### config.mk
export PLATFORM = sky130hd
export DESIGN_NAME = serial_flow_control_port
export DESIGN_NICKNAME = d
export VERILOG_FILES = /design/src/sfcp_pkg.sv /design/src/serial_flow_control_port.sv
export VERILOG_INCLUDE_DIRS = /design/src
export SDC_FILE = /design/constraint.sdc
export NUM_CORES = 2
export LEC_CHECK = 0
export ABC_AREA = 1
export BUFFER_PORTS_ARGS = -buffer_cell sky130_fd_sc_hd__buf_4
export CAP_MARGIN = 20
export CORE_MARGIN = 4
export CORE_UTILIZATION = 50
export DETAILED_ROUTE_END_ITERATION = 8
export PLACE_DENSITY = 0.68
export RECOVER_POWER = 25
export SLEW_MARGIN = 10
export SYNTH_ARGS = -nofsm -noshare
export SYNTH_HDL_FRONTEND = slang
export SYNTH_SLANG_ARGS = --single-unit
export TNS_END_PERCENT = 50
### constraint.sdc
create_clock -name CLK_I -period 6.4 [get_ports CLK_I]
set_clock_uncertainty 0.15 [all_clocks]
set_input_delay 0.32 -clock CLK_I [delete_from_list [all_inputs] [get_ports CLK_I]]
set_output_delay 0.32 -clock CLK_I [all_outputs]
set_load 0.005 [all_outputs]
### src/sfcp_defs.svh
// register offsets, field positions, character codes and timing counts
`ifndef SFCP_DEFS_SVH
`define SFCP_DEFS_SVH

// ----------------------------------------------------------------
// register map
// ----------------------------------------------------------------
`define OFS_CTRL        8'h00
`define OFS_STAT        8'h04
`define OFS_TXD         8'h08
`define OFS_RXD         8'h0C
`define CTRL_MODE_LSB   0
`define CTRL_SW_BIT     2
`define CTRL_PAR_BIT    3
`define CTRL_START_BIT  4
`define STAT_PERR_BIT   4
`define RXD_VALID_BIT   8
`define CTRL_RESET      5'h00

// ----------------------------------------------------------------
// character codes
// ----------------------------------------------------------------
`define CH_DC1          7'h11
`define CH_DC3          7'h13
`define CH_CR           7'h0D
`define CH_LF           7'h0A
`define CH_END          7'h45

// ----------------------------------------------------------------
// fill levels and timing
// ----------------------------------------------------------------
`define START_EVENTS    20
`define STOP_FREE       50
`define RESUME_FREE     200
`define XON_REPEAT_MS   100
`define CLK_PERIOD_PS   4000
`define XON_REPEAT_CYC  (64'd`XON_REPEAT_MS * 64'd1000000000 / 64'd`CLK_PERIOD_PS)

`endif

### src/sfcp_pkg.sv
// types shared by the serial flow control port
package sfcp_pkg;
	typedef enum logic [1:0] {
		MODE_IDLE   = 2'b00,
		MODE_RECV   = 2'b01,
		MODE_XMIT   = 2'b10,
		MODE_STREAM = 2'b11
	} mode_e;
	typedef enum logic [0:0] {TX_IDLE = 1'b0, TX_SHIFT = 1'b1} tx_state_e;
	typedef enum logic [1:0] {
		RX_IDLE  = 2'b00,
		RX_START = 2'b01,
		RX_DATA  = 2'b10,
		RX_STOP  = 2'b11
	} rx_state_e;
endpackage : sfcp_pkg

### src/serial_flow_control_port.sv
// serial port with software and hardware flow control, APB register access
//
// Design decisions made here: the register offsets and the APB interface to the registers.
`timescale 1ns/1ps
`include "sfcp_defs.svh"

// Function
// - stored receive, software flow: one DC1 sent on start command
// - stored receive, software flow: no further flow characters after that DC1
// - software flow: DTR high in any mode, RTS high from start, both held
// - streaming mode selection drives DTR high at once
// - streaming software start: RTS high, DC1 every 100 ms until first character
// - streaming: execution starts after 20 events buffered, reception continues
// - streaming software flow: send DC3 when free space falls to 50
// - streaming software flow: send DC1 once free space exceeds 200
// - end character E: stop receiving, discard later input, transmit nothing
// - drained buffer stalls execution until look-ahead events are buffered
// - software transmit starts sending only while CTS is high
// - far end pauses transmit with DC3 and restarts with DC1, repeatedly
// - transmit mode inserts no flow characters into the output
// - hardware stored receive: DTR on mode entry, RTS on start, held
// - hardware streaming start drives RTS high before sender begins
// - hardware streaming: RTS low when free space falls to 50
// - hardware streaming: RTS high again once free space exceeds 200
// - hardware transmit sends while CTS high, pauses while low
// - seven data bits plus eighth bit of even parity or zero
// - carriage return is 0D, line feed is 0A
// - parity off: send zero parity bit, ignore received parity bit
// - DC3 is 13 hex, DC1 is 11 hex
module serial_flow_control_port #(
	parameter int unsigned CLKS_PER_BIT   = 2170,
	parameter int unsigned RXBUF_DEPTH    = 256,
	parameter int unsigned LOOK_EVENTS    = 2,
	parameter int unsigned XON_REPEAT_CYC = 32'(`XON_REPEAT_CYC)
) (
	input  wire logic        CLK_I,
	input  wire logic        RESETN_I,
	input  wire logic        PSEL_I,
	input  wire logic        PENABLE_I,
	input  wire logic        PWRITE_I,
	input  wire logic [7:0]  PADDR_I,
	input  wire logic [31:0] PWDATA_I,
	output logic      [31:0] PRDATA_O,
	output logic             PREADY_O,
	output logic             PSLVERR_O,
	input  wire logic        RXD_I,
	input  wire logic        CTS_I,
	output logic             TXD_O,
	output logic             RTS_O,
	output logic             DTR_O
);
	import sfcp_pkg::*;

	localparam int AW = $clog2(RXBUF_DEPTH);
	localparam logic [AW:0] DEPTH_L  = (AW+1)'(RXBUF_DEPTH);
	localparam logic [AW:0] STOP_L   = (AW+1)'(`STOP_FREE);
	localparam logic [AW:0] RESUME_L = (AW+1)'(`RESUME_FREE);
	localparam logic [AW:0] START_L  = (AW+1)'(`START_EVENTS);
	localparam logic [AW:0] LOOK_L   = (AW+1)'(LOOK_EVENTS);
	localparam logic [15:0] BIT_L    = 16'(CLKS_PER_BIT - 1);
	localparam logic [15:0] HALF_L   = 16'(CLKS_PER_BIT / 2);
	localparam logic [31:0] XON_L    = 32'(XON_REPEAT_CYC - 1);

	// ----------------------------------------------------------------
	// input synchronisers
	// ----------------------------------------------------------------
	logic [1:0] in_s1_r, in_s2_r, in_s3_r, in_f_r;
	logic       rxd_f, cts_f;

	always_ff @(posedge CLK_I or negedge RESETN_I) begin
		if (!RESETN_I) begin
			in_s1_r <= 2'h3;
			in_s2_r <= 2'h3;
			in_s3_r <= 2'h3;
			in_f_r  <= 2'h3;
		end else begin
			in_s1_r <= {CTS_I, RXD_I};
			in_s2_r <= in_s1_r;
			in_s3_r <= in_s2_r;
			for (int i = 0; i < 2; i++) begin
				if (in_s2_r[i] == in_s3_r[i])
					in_f_r[i] <= in_s3_r[i];
			end
		end
	end
	assign rxd_f = in_f_r[0];
	assign cts_f = in_f_r[1];

	// ----------------------------------------------------------------
	// apb slave
	// ----------------------------------------------------------------
	mode_e       mode_r;
	logic        sw_r, par_r, start_p_r, started_r;
	logic        pready_r, pslverr_r, perr_r;
	logic [31:0] prdata_r;
	logic        hold_vld_r, rts_r, dtr_r, exec_run_r, done_r, rx_started_r;
	logic        paused_r, tx_go_r;
	logic [6:0]  hold_ch_r;
	logic [AW:0] count_r, free_w;
	logic [6:0]  head_w;
	logic        access, done_xfer, stall, ctrl_wr, pop;
	tx_state_e   tx_state_r;

	assign access    = PSEL_I & PENABLE_I;
	assign stall     = PWRITE_I & (PADDR_I == `OFS_TXD) & hold_vld_r;
	assign done_xfer = access & pready_r;
	assign ctrl_wr   = done_xfer & PWRITE_I & (PADDR_I == `OFS_CTRL);
	assign pop       = done_xfer & ~PWRITE_I & (PADDR_I == `OFS_RXD) & prdata_r[`RXD_VALID_BIT];
	assign free_w    = DEPTH_L - count_r;

	always_ff @(posedge CLK_I or negedge RESETN_I) begin
		if (!RESETN_I) begin
			pready_r  <= 1'b0;
			pslverr_r <= 1'b0;
			prdata_r  <= 32'h0;
		end else begin
			pready_r  <= access & ~pready_r & ~stall;
			pslverr_r <= 1'b0;
			if (access & ~pready_r & ~stall) begin
				prdata_r <= 32'h0;
				case (PADDR_I)
					`OFS_CTRL: prdata_r[3:0] <= {par_r, sw_r, mode_r};
					`OFS_STAT: prdata_r <= {(16-AW-1)'(0), free_w, 8'h0,
						tx_state_r == TX_SHIFT, rx_started_r, paused_r, perr_r,
						done_r, exec_run_r, dtr_r, rts_r};
					`OFS_TXD:  prdata_r[7:0] <= {hold_vld_r, hold_ch_r};
					`OFS_RXD:  prdata_r[8:0] <= {count_r != '0, 1'b0, head_w};
					default:   pslverr_r <= 1'b1;
				endcase
			end
		end
	end

	// control register and start pulse
	always_ff @(posedge CLK_I or negedge RESETN_I) begin
		if (!RESETN_I) begin
			{par_r, sw_r} <= 2'b00;
			mode_r        <= MODE_IDLE;
			start_p_r     <= 1'b0;
			started_r     <= 1'b0;
		end else begin
			start_p_r <= ctrl_wr & PWDATA_I[`CTRL_START_BIT] & (PWDATA_I[1:0] != 2'b00);
			if (ctrl_wr) begin
				mode_r    <= mode_e'(PWDATA_I[`CTRL_MODE_LSB +: 2]);
				sw_r      <= PWDATA_I[`CTRL_SW_BIT];
				par_r     <= PWDATA_I[`CTRL_PAR_BIT];
				started_r <= 1'b0;
			end else if (start_p_r)
				started_r <= 1'b1;
		end
	end

	// ----------------------------------------------------------------
	// receiver
	// ----------------------------------------------------------------
	rx_state_e   rx_state_r;
	logic [15:0] rx_cnt_r;
	logic [2:0]  rx_bit_r;
	logic [7:0]  rx_sh_r;
	logic        rx_vld_r;

	always_ff @(posedge CLK_I or negedge RESETN_I) begin
		if (!RESETN_I) begin
			rx_state_r <= RX_IDLE;
			rx_cnt_r   <= 16'h0;
			rx_bit_r   <= 3'h0;
			rx_sh_r    <= 8'h0;
			rx_vld_r   <= 1'b0;
		end else begin
			rx_vld_r <= 1'b0;
			if (rx_cnt_r != 16'h0)
				rx_cnt_r <= rx_cnt_r - 16'h1;
			case (rx_state_r)
				RX_IDLE: if (!rxd_f) begin
					rx_state_r <= RX_START;
					rx_cnt_r   <= HALF_L;
				end
				RX_START: if (rx_cnt_r == 16'h0) begin
					rx_state_r <= rxd_f ? RX_IDLE : RX_DATA;
					rx_cnt_r   <= BIT_L;
					rx_bit_r   <= 3'h0;
				end
				RX_DATA: if (rx_cnt_r == 16'h0) begin
					rx_sh_r  <= {rxd_f, rx_sh_r[7:1]};
					rx_cnt_r <= BIT_L;
					rx_bit_r <= rx_bit_r + 3'h1;
					if (rx_bit_r == 3'h7)
						rx_state_r <= RX_STOP;
				end
				RX_STOP: if (rx_cnt_r == 16'h0) begin
					// one stop bit is enough for one- or two-stop senders
					rx_state_r <= RX_IDLE;
					rx_vld_r   <= rxd_f;
				end
				default: rx_state_r <= RX_IDLE;
			endcase
		end
	end

	// ----------------------------------------------------------------
	// receive buffer and session flags
	// ----------------------------------------------------------------
	logic [6:0]    mem [RXBUF_DEPTH];
	logic [AW-1:0] wr_ptr_r, rd_ptr_r;
	logic [AW:0]   evt_r;
	logic          accept, is_end, push, exec_once_r;

	assign accept = started_r & (mode_r == MODE_RECV | mode_r == MODE_STREAM) & ~done_r;
	assign is_end = (mode_r == MODE_STREAM) & (rx_sh_r[6:0] == `CH_END);
	assign push   = rx_vld_r & accept & ~is_end & (count_r != DEPTH_L);
	assign head_w = mem[rd_ptr_r];

	always_ff @(posedge CLK_I) begin
		if (push)
			mem[wr_ptr_r] <= rx_sh_r[6:0]; // parity bit dropped
	end

	always_ff @(posedge CLK_I or negedge RESETN_I) begin
		if (!RESETN_I) begin
			wr_ptr_r <= '0;
			rd_ptr_r <= '0;
			count_r  <= '0;
			evt_r    <= '0;
		end else if (ctrl_wr) begin
			wr_ptr_r <= '0;
			rd_ptr_r <= '0;
			count_r  <= '0;
			evt_r    <= '0;
		end else begin
			if (push)
				wr_ptr_r <= AW'(wr_ptr_r + 1'b1);
			if (pop)
				rd_ptr_r <= AW'(rd_ptr_r + 1'b1);
			count_r <= count_r + (AW+1)'(push) - (AW+1)'(pop);
			// an event ends at line feed
			evt_r <= evt_r + (AW+1)'(push & rx_sh_r[6:0] == `CH_LF)
				- (AW+1)'(pop & head_w == `CH_LF);
		end
	end

	always_ff @(posedge CLK_I or negedge RESETN_I) begin
		if (!RESETN_I) begin
			done_r       <= 1'b0;
			rx_started_r <= 1'b0;
			perr_r       <= 1'b0;
		end else begin
			if (ctrl_wr) begin
				done_r       <= 1'b0;
				rx_started_r <= 1'b0;
			end else if (rx_vld_r & accept) begin
				rx_started_r <= 1'b1;
				if (is_end)
					done_r <= 1'b1;
			end
			// set wins over write-one clear; ignored with parity off
			if (rx_vld_r & par_r & ^rx_sh_r)
				perr_r <= 1'b1;
			else if (done_xfer & PWRITE_I & PADDR_I == `OFS_STAT & PWDATA_I[`STAT_PERR_BIT])
				perr_r <= 1'b0;
		end
	end

	// execution gate for streaming
	always_ff @(posedge CLK_I or negedge RESETN_I) begin
		if (!RESETN_I) begin
			exec_run_r  <= 1'b0;
			exec_once_r <= 1'b0;
		end else if (ctrl_wr | mode_r != MODE_STREAM) begin
			exec_run_r  <= 1'b0;
			exec_once_r <= 1'b0;
		end else if (!exec_run_r) begin
			if ((!exec_once_r & evt_r >= START_L)
				| (exec_once_r & (evt_r >= LOOK_L | done_r))) begin
				exec_run_r  <= 1'b1;
				exec_once_r <= 1'b1;
			end
		end else if (count_r == '0 & ~done_r)
			exec_run_r <= 1'b0;
	end

	// ----------------------------------------------------------------
	// flow control lines and characters
	// ----------------------------------------------------------------
	logic        pend_r, xoff_r, tx_start;
	logic [6:0]  pend_ch_r;
	logic [31:0] xon_tmr_r;
	logic        sw_stream;

	assign sw_stream = sw_r & mode_r == MODE_STREAM & started_r;

	always_ff @(posedge CLK_I or negedge RESETN_I) begin
		if (!RESETN_I) begin
			dtr_r <= 1'b0;
			rts_r <= 1'b0;
		end else begin
			dtr_r <= mode_r != MODE_IDLE;
			if (ctrl_wr)
				rts_r <= 1'b0;
			else if (start_p_r)
				rts_r <= 1'b1;
			else if (~sw_r & mode_r == MODE_STREAM & started_r) begin
				// 50-slot margin absorbs sender overrun
				if (free_w <= STOP_L)
					rts_r <= 1'b0;
				else if (free_w > RESUME_L)
					rts_r <= 1'b1;
			end
		end
	end

	always_ff @(posedge CLK_I or negedge RESETN_I) begin
		if (!RESETN_I) begin
			pend_r    <= 1'b0;
			pend_ch_r <= `CH_DC1;
			xoff_r    <= 1'b0;
			xon_tmr_r <= 32'h0;
		end else if (ctrl_wr | done_r) begin
			pend_r    <= 1'b0;
			xoff_r    <= 1'b0;
		end else if (start_p_r & sw_r & (mode_r == MODE_RECV | mode_r == MODE_STREAM)) begin
			pend_r    <= 1'b1;
			pend_ch_r <= `CH_DC1;
			xon_tmr_r <= XON_L;
		end else if (tx_start & pend_r)
			pend_r <= 1'b0; // stored receive sends nothing more
		else if (sw_stream & ~rx_started_r) begin
			xon_tmr_r <= xon_tmr_r - 32'h1;
			if (xon_tmr_r == 32'h0) begin
				pend_r    <= 1'b1;
				pend_ch_r <= `CH_DC1;
				xon_tmr_r <= XON_L;
			end
		end else if (sw_stream & free_w <= STOP_L & ~xoff_r) begin
			pend_r    <= 1'b1;
			pend_ch_r <= `CH_DC3;
			xoff_r    <= 1'b1;
		end else if (sw_stream & free_w > RESUME_L & xoff_r) begin
			pend_r    <= 1'b1;
			pend_ch_r <= `CH_DC1;
			xoff_r    <= 1'b0;
		end
	end

	// ----------------------------------------------------------------
	// transmit gating and holding register
	// ----------------------------------------------------------------
	logic tx_allow;

	always_ff @(posedge CLK_I or negedge RESETN_I) begin
		if (!RESETN_I) begin
			paused_r   <= 1'b0;
			tx_go_r    <= 1'b0;
			hold_vld_r <= 1'b0;
			hold_ch_r  <= 7'h0;
		end else begin
			if (ctrl_wr) begin
				paused_r <= 1'b0;
				tx_go_r  <= 1'b0;
			end else begin
				if (started_r & cts_f & mode_r == MODE_XMIT)
					tx_go_r <= 1'b1;
				if (rx_vld_r & sw_r & mode_r == MODE_XMIT) begin
					if (rx_sh_r[6:0] == `CH_DC3)
						paused_r <= 1'b1;
					else if (rx_sh_r[6:0] == `CH_DC1)
						paused_r <= 1'b0;
				end
			end
			if (done_xfer & PWRITE_I & PADDR_I == `OFS_TXD) begin
				hold_vld_r <= 1'b1;
				hold_ch_r  <= PWDATA_I[6:0];
			end else if (ctrl_wr | (tx_start & ~pend_r))
				hold_vld_r <= 1'b0;
		end
	end

	assign tx_allow = sw_r ? (tx_go_r & ~paused_r) : cts_f;
	// flow characters are never queued in transmit mode
	// nothing leaves once the end character is seen
	assign tx_start = tx_state_r == TX_IDLE & ~done_r & (pend_r | (mode_r == MODE_XMIT
		& started_r & hold_vld_r & tx_allow));

	// ----------------------------------------------------------------
	// transmitter
	// ----------------------------------------------------------------
	logic [9:0]  tx_sh_r;
	logic [15:0] tx_cnt_r;
	logic [3:0]  tx_bit_r;
	logic [6:0]  tx_ch;
	logic        txd_r;

	assign tx_ch = pend_r ? pend_ch_r : hold_ch_r;

	always_ff @(posedge CLK_I or negedge RESETN_I) begin
		if (!RESETN_I) begin
			tx_state_r <= TX_IDLE;
			tx_sh_r    <= 10'h3FF;
			tx_cnt_r   <= 16'h0;
			tx_bit_r   <= 4'h0;
			txd_r      <= 1'b1;
		end else begin
			case (tx_state_r)
				TX_IDLE: if (tx_start) begin
					// even parity or zero
					tx_sh_r    <= {1'b1, par_r & ^tx_ch, tx_ch, 1'b0};
					tx_state_r <= TX_SHIFT;
					tx_cnt_r   <= BIT_L;
					tx_bit_r   <= 4'h0;
					txd_r      <= 1'b0;
				end
				TX_SHIFT: if (tx_cnt_r != 16'h0)
					tx_cnt_r <= tx_cnt_r - 16'h1;
				else if (tx_bit_r == 4'h9) begin
					tx_state_r <= TX_IDLE;
					txd_r      <= 1'b1;
				end else begin
					tx_bit_r <= tx_bit_r + 4'h1;
					tx_cnt_r <= BIT_L;
					txd_r    <= tx_sh_r[tx_bit_r + 4'h1];
				end
				default: tx_state_r <= TX_IDLE;
			endcase
		end
	end

	assign PRDATA_O  = prdata_r;
	assign PREADY_O  = pready_r;
	assign PSLVERR_O = pslverr_r;
	assign TXD_O     = txd_r;
	assign RTS_O     = rts_r;
	assign DTR_O     = dtr_r;

	// ----------------------------------------------------------------
	// assertions
	// ----------------------------------------------------------------
	logic [1:0] recv_flow_cnt_r;
	always_ff @(posedge CLK_I or negedge RESETN_I) begin
		if (!RESETN_I)
			recv_flow_cnt_r <= 2'h0;
		else if (ctrl_wr)
			recv_flow_cnt_r <= 2'h0;
		else if (tx_start & pend_r & mode_r == MODE_RECV & recv_flow_cnt_r != 2'h3)
			recv_flow_cnt_r <= recv_flow_cnt_r + 2'h1;
	end
endmodule : serial_flow_control_port

**Word-level counts from Yosys, hierarchy flattened**

Memory sizes are Yosys's and may differ from the RTL's.
Index checks and enable logic that the tools add are counted.

- Register bits: 201
- Bits in writable memories: 1792
- Output and inout bits: 37
- Word-level logic and storage cells: 318
- Memories kept: 1

- $add $sub $neg: 12
- $lt $le $gt $ge: 5
- Eq/ne operators: 36
- Mux-type cells: 102
- Bitwise operators: 72
- Reductions and logical operators: 48

Memory list:

| memory | words | bits a word | rd ports | clocked after Yosys merged registers in | write ports | line | RTL |
|---|---|---|---|---|---|---|---|
| mem | 256 | 7 | 1 | 0 | 1 | serial_flow_control_port.sv:203 | `logic [6:0] mem [RXBUF_DEPTH];` |

Operators with widths:

| operator | number |
|---|---|
| $mux 32 | 4 |
| $mux 16 | 7 |
| $pmux 16 s2 | 2 |
| $mux 1 | 57 |
| $and 1x1->1 | 53 |
| $mux 7 | 7 |
| $logic_not 32->1 | 1 |
| $mux 8 | 4 |
| $reduce_bool 16->1 | 2 |
| $sub 16x1->16 const B | 2 |
| $sub 32x1->32 const B | 1 |
| $reduce_bool 2->1 | 14 |
| $ne 2x2->1 const B | 13 |
| $add 9x1->9 | 2 |
| $mux 9 | 2 |
| $reduce_and 2->1 | 9 |
| $sub 9x1->9 | 2 |
| $add 8x1->8 const B | 2 |
| $eq 8x4->1 const B | 2 |
| $logic_not 16->1 | 1 |
| $pmux 4 s4 | 1 |
| $eq 7x4->1 const B | 2 |
| $eq 7x5->1 const B | 2 |
| $mux 2 | 6 |
| other kinds (45) | 77 |

**Logic depth before layout (Yosys ltp)**

- Depth after elaboration: 11
- Mapped depth: 38
- Gate-level depth less buffers: 35

**Worst setup path after synthesis**

OpenSTA, ideal clock, no wires.

- Kind: reg2reg
- Start: register rx_sh_r[5]
- End: register evt_r[8]
- Library setup time: 0.132 ns
- Data arrival time: 6.614 ns
- Data required time: 6.118 ns
- Path slack: -0.496 ns
- Cell stages (with the launch flop): 25
- Buffers on the path: 1
- Cells stage by stage: dfrtp_1 > inv_1 > ha_1 > nand2_1 > nor2_1 > nand3_1 > nand2_1 > clkbuf_1 > or3b_2 > ha_1 > inv_1 > ha_1 > fa_1 > inv_1 > nor2_1 > nor2_1 > o21bai_1 > nand2_1 > nand2_1 > nand2_1 > a21oi_1 > nor2_1 > o21bai_1 > xor2_1 > nor2_1

- Longest elaborated chain between the ends: 9
- Elaborated cells between the ends (all ways): 10
- Classes of those cells: add/sub: 2; eq/ne: 2; mux: 1; bitwise: 5

RTL lines:

| item | line | RTL |
|---|---|---|
| start, declared | serial_flow_control_port.sv:159 | `logic [7:0] rx_sh_r;` |
| start signal, assigned | serial_flow_control_port.sv:184 | `rx_sh_r <= {rxd_f, rx_sh_r[7:1]};` |
| $eq 7x7->1 (no line) | n/a |  |
| $and 1x1->1 | serial_flow_control_port.sv:209 | `` assign is_end = (mode_r == MODE_STREAM) & (rx_sh_r[6:0] == `CH_END); `` |
| $not 1->1 | serial_flow_control_port.sv:210 | `assign push = rx_vld_r & accept & ~is_end & (count_r != DEPTH_L);` |
| $and 1x1->1 (2 in a row) | serial_flow_control_port.sv:210 |  |
| $and 1x1->1 (no line) (*) | n/a |  |
| $add 9x1->9 (*) | serial_flow_control_port.sv:236 | `` evt_r <= evt_r + (AW+1)'(push & rx_sh_r[6:0] == `CH_LF) `` |
| $sub 9x1->9 (*) | serial_flow_control_port.sv:236 |  |
| $mux 9 (*) | serial_flow_control_port.sv:224 | `end else if (ctrl_wr) begin` |
| end signal, assigned | serial_flow_control_port.sv:236 |  |
| end, declared | serial_flow_control_port.sv:205 | `logic [AW:0] evt_r;` |

Every way passes the cells marked *; elsewhere a longest branch is shown, timed or not.
A chain may end at the register's enable or synchronous reset.

**Worst setup path in the final report**

- Start: register rx_sh_r[3]
- End: register evt_r[8]

Same word-level chain as after synthesis.

==> results.ini <==
[detailed_routing]
remaining_drc_errors=0
drt_pass1_iterations=8
final_antenna_net_count=0
drt_iter0_drc=7041
num_vias=57087
wl_per_cell_um=21.43
drt_wl_total_um=217300
viasPerCell=5.629

[place]
hpwl_um=128200
dp.cells=9741
place.gp.congestion=0.9065
pre_cts_ws_ns=0.9889
placed_area_um2=86780
io_buffers=44

[grt]
grt_pass1_wl_um=331300
grt_start_max_net_pins=198
grt_overflow_total=0
antenna_found_initial=2
grt.total_usage_pct=24.67
grt_pass1_vias=54668

[setup_path]
criticalPathCategory=reg -> reg
worst-path-buf-inv=3
path_max_fanout=51
critPathArrivalTime_ns=6.17
path_cells=inv_1 > ha_1 > nand3_1 > nand2_1 > or3b_2 > ha_1 > inv_1 > ha_1 > fa_1 > inv_1 > nor2_1 > nor2_1 > o21bai_1 > nand2_1 > nand2_1 > nand2_1 > a21oi_1 > nor2_1 > o21bai_1 > xor2_1 > nor2_1
critical-path-max-stage-delay_ns=1.68
worst_path_max_delay_cell=dfrtp_1
cp-end-kind=flop
crit_required_ns=6.95
cp_top_family=flip-flops
critPathLaunchType=flop

[finish]
stdcell_area_um2=93250
syn2layout_area_growth_pct=10.60
multiInputGateArea_um2=22130
n_fill_cell=13788
fin_nets=7880
final_layout_size_suffix_gt1_share_pct=6.288
stdcell_count=10141
fin_util_pct=55.70
area.sequential_um2=58380

[sta]
final.min_clock_period_ns=5.617
min_period_over_period_pct=87.77
slew_violations=894
hold_violations=0
setup_tns_ns=0
max_freq_mhz=178.0
tightest_slew_ns=3.574
fin_ws_ns=0.7829
setup_violations=0
rsz0062_at_grt=false
relSlewSlack_pct=-138.3

[logic_synthesis]
synth_top_cell_area_share_pct=63.82
syn_area_per_cell_um2=10.80
synth_edf_count=1792
synth_seq_cells=1973
yosys_warnings=0
synth_cells=7805
synth_most_common_cell=edfxtp_1
synth-seq-area-share_pct=69.22
synth_cell_types=60
netlist_area_um2=84310
async_flop_share_pct=9.174
synth_top_area_cell=edfxtp_1
ys.flop_type=edfxtp_1
ys_top_cells_by_count=edfxtp_1, nor2_1, nand2_1
synth.area.top_cells=edfxtp_1, nor2_1, nand2_1, dfrtp_1, o21ai_0

[die]
die_height_um=418.6
die-area_um2=175300
design.portCount=84
core_area_um2=167400
rows=150
dieWidth_um=418.6
initial_core_util_pct=50.36

[power]
p_per_area_nw_per_um2=281.6
ir_drop_mv=0.2036
p_leak_nw=30.76

[status]
violations=max-capacitance violations, max-slew violations
status=complete, but fails checks

[clock_network]
clk_latency_ns=0.84
cts_buffers=197
cts_buffer_depth=3
numClockSinks=1973
cts.clk_slew.worst_paths_ns=0.06
cts_resized=0
cts_tree=built
clockRootBuffer=clkbuf_16
postCtsSetupBuffers=0
htree_levels=4

[worst_hold_path]
hp-class=in -> reg

[job]
maxCapViolations=16

[through the flow]
stage          hold slack (ns)  total power, W
6_report               0.07799         0.02626
5_1_grt                 0.1029         0.02713
4_1_cts               0.003715         0.02640
3_5_place_dp            0.2042         0.01534
3_3_place_gp            0.1976         0.01530
2_1_floorplan          -0.1256         0.01508
[kinds of logic after synthesis]
| family | count (synthesis) | synth area share [%] |
|---|---|---|
| other | 1 | 0.004448 |
| buffers and inverters | 912 | 4.673 |
| adder cells (fa/ha/maj) | 68 | 1.021 |
| multiplexers | 3 | 0.04006 |
| AND/OR/NAND/NOR | 3754 | 17.91 |
| XOR/XNOR | 34 | 0.3532 |
| AO/OA/AOI/OAI | 1060 | 6.773 |
| flip-flops | 1973 | 69.22 |
[layout make-up]
type / count / area share, %
antenna: 1 / 0.002684
clock inverter: 124 / 1.142
sequential: 1973 / 62.60
clock buffer: 244 / 5.554
inverter: 468 / 1.917
multi-input combinational: 4933 / 23.73
timing repair buffer: 194 / 2.092
tap: 2204 / 2.957
[repair_timing]
item                                    CTS  global route
endpoints found under the setup margin    0             0
endpoints found under the hold margin   107             0
hold buffers                             31             0
[state kept, by name, indices dropped and copies added, names as in the netlist, 3 cells and up, named ones only]
name and count:
wr_ptr_r 8, tx_sh_r 9, tx_cnt_r 16, count_r 9, hold_ch_r 7, evt_r 9, rx_cnt_r 16, xon_tmr_r 32
rd_ptr_r 8, PRDATA_O 18, rx_sh_r 8, tx_bit_r 4, rx_bit_r 3, mem 1792
[path summary, 6_finish.rpt]
path                             from  cells past startpoint  slack [ns]           end
max in group asynchronous    RESETN_I                      4        1.54    rx_sh_r[6]
max reg2reg                rx_sh_r[3]                     21        0.78      evt_r[8]
max                        rx_sh_r[3]                     21        0.78      evt_r[8]
min                        PADDR_I[1]                      5        0.08  hold_ch_r[2]
min in group asynchronous    RESETN_I                      3        0.96    tx_sh_r[4]
min reg2reg                in_s1_r[0]                      0        0.21    in_s2_r[0]
[layer usage]
metal  vias up  GRT usage (%)  wire length, µm
li1      26550              -                -
met1     27477          34.20            87910
met2      2638          38.51            99880
met3       422          5.041            20540
met4         0          9.751             8943
met5         -              0                0
[report_power, final]
group | switching (W) | internal (W)
clock | 0.00488 | 0.00628
combinational | 0.000636 | 0.000358
sequential | 0.000108 | 0.0140
[layout by cell type (no fill, tap or decap), drive strengths merged, types with 64 or more instances in the layout]
cell / instances
edfxtp: 1792
a21oi: 140
dfrtp: 163
inv: 475
ha: 64
o21ai: 748
clkinv: 99
buf: 129
nor2: 1532
o211ai: 86
clkbuf: 279
nand3: 595
nand2: 1523
[worst min-delay path: stages]
cell,delay [ns]
buf_4,0.08
or2_4,0.12
nor4_2,0.08
nand2_1,0.31
a21oi_1,0.12
(Power assumes the default switching activity.)
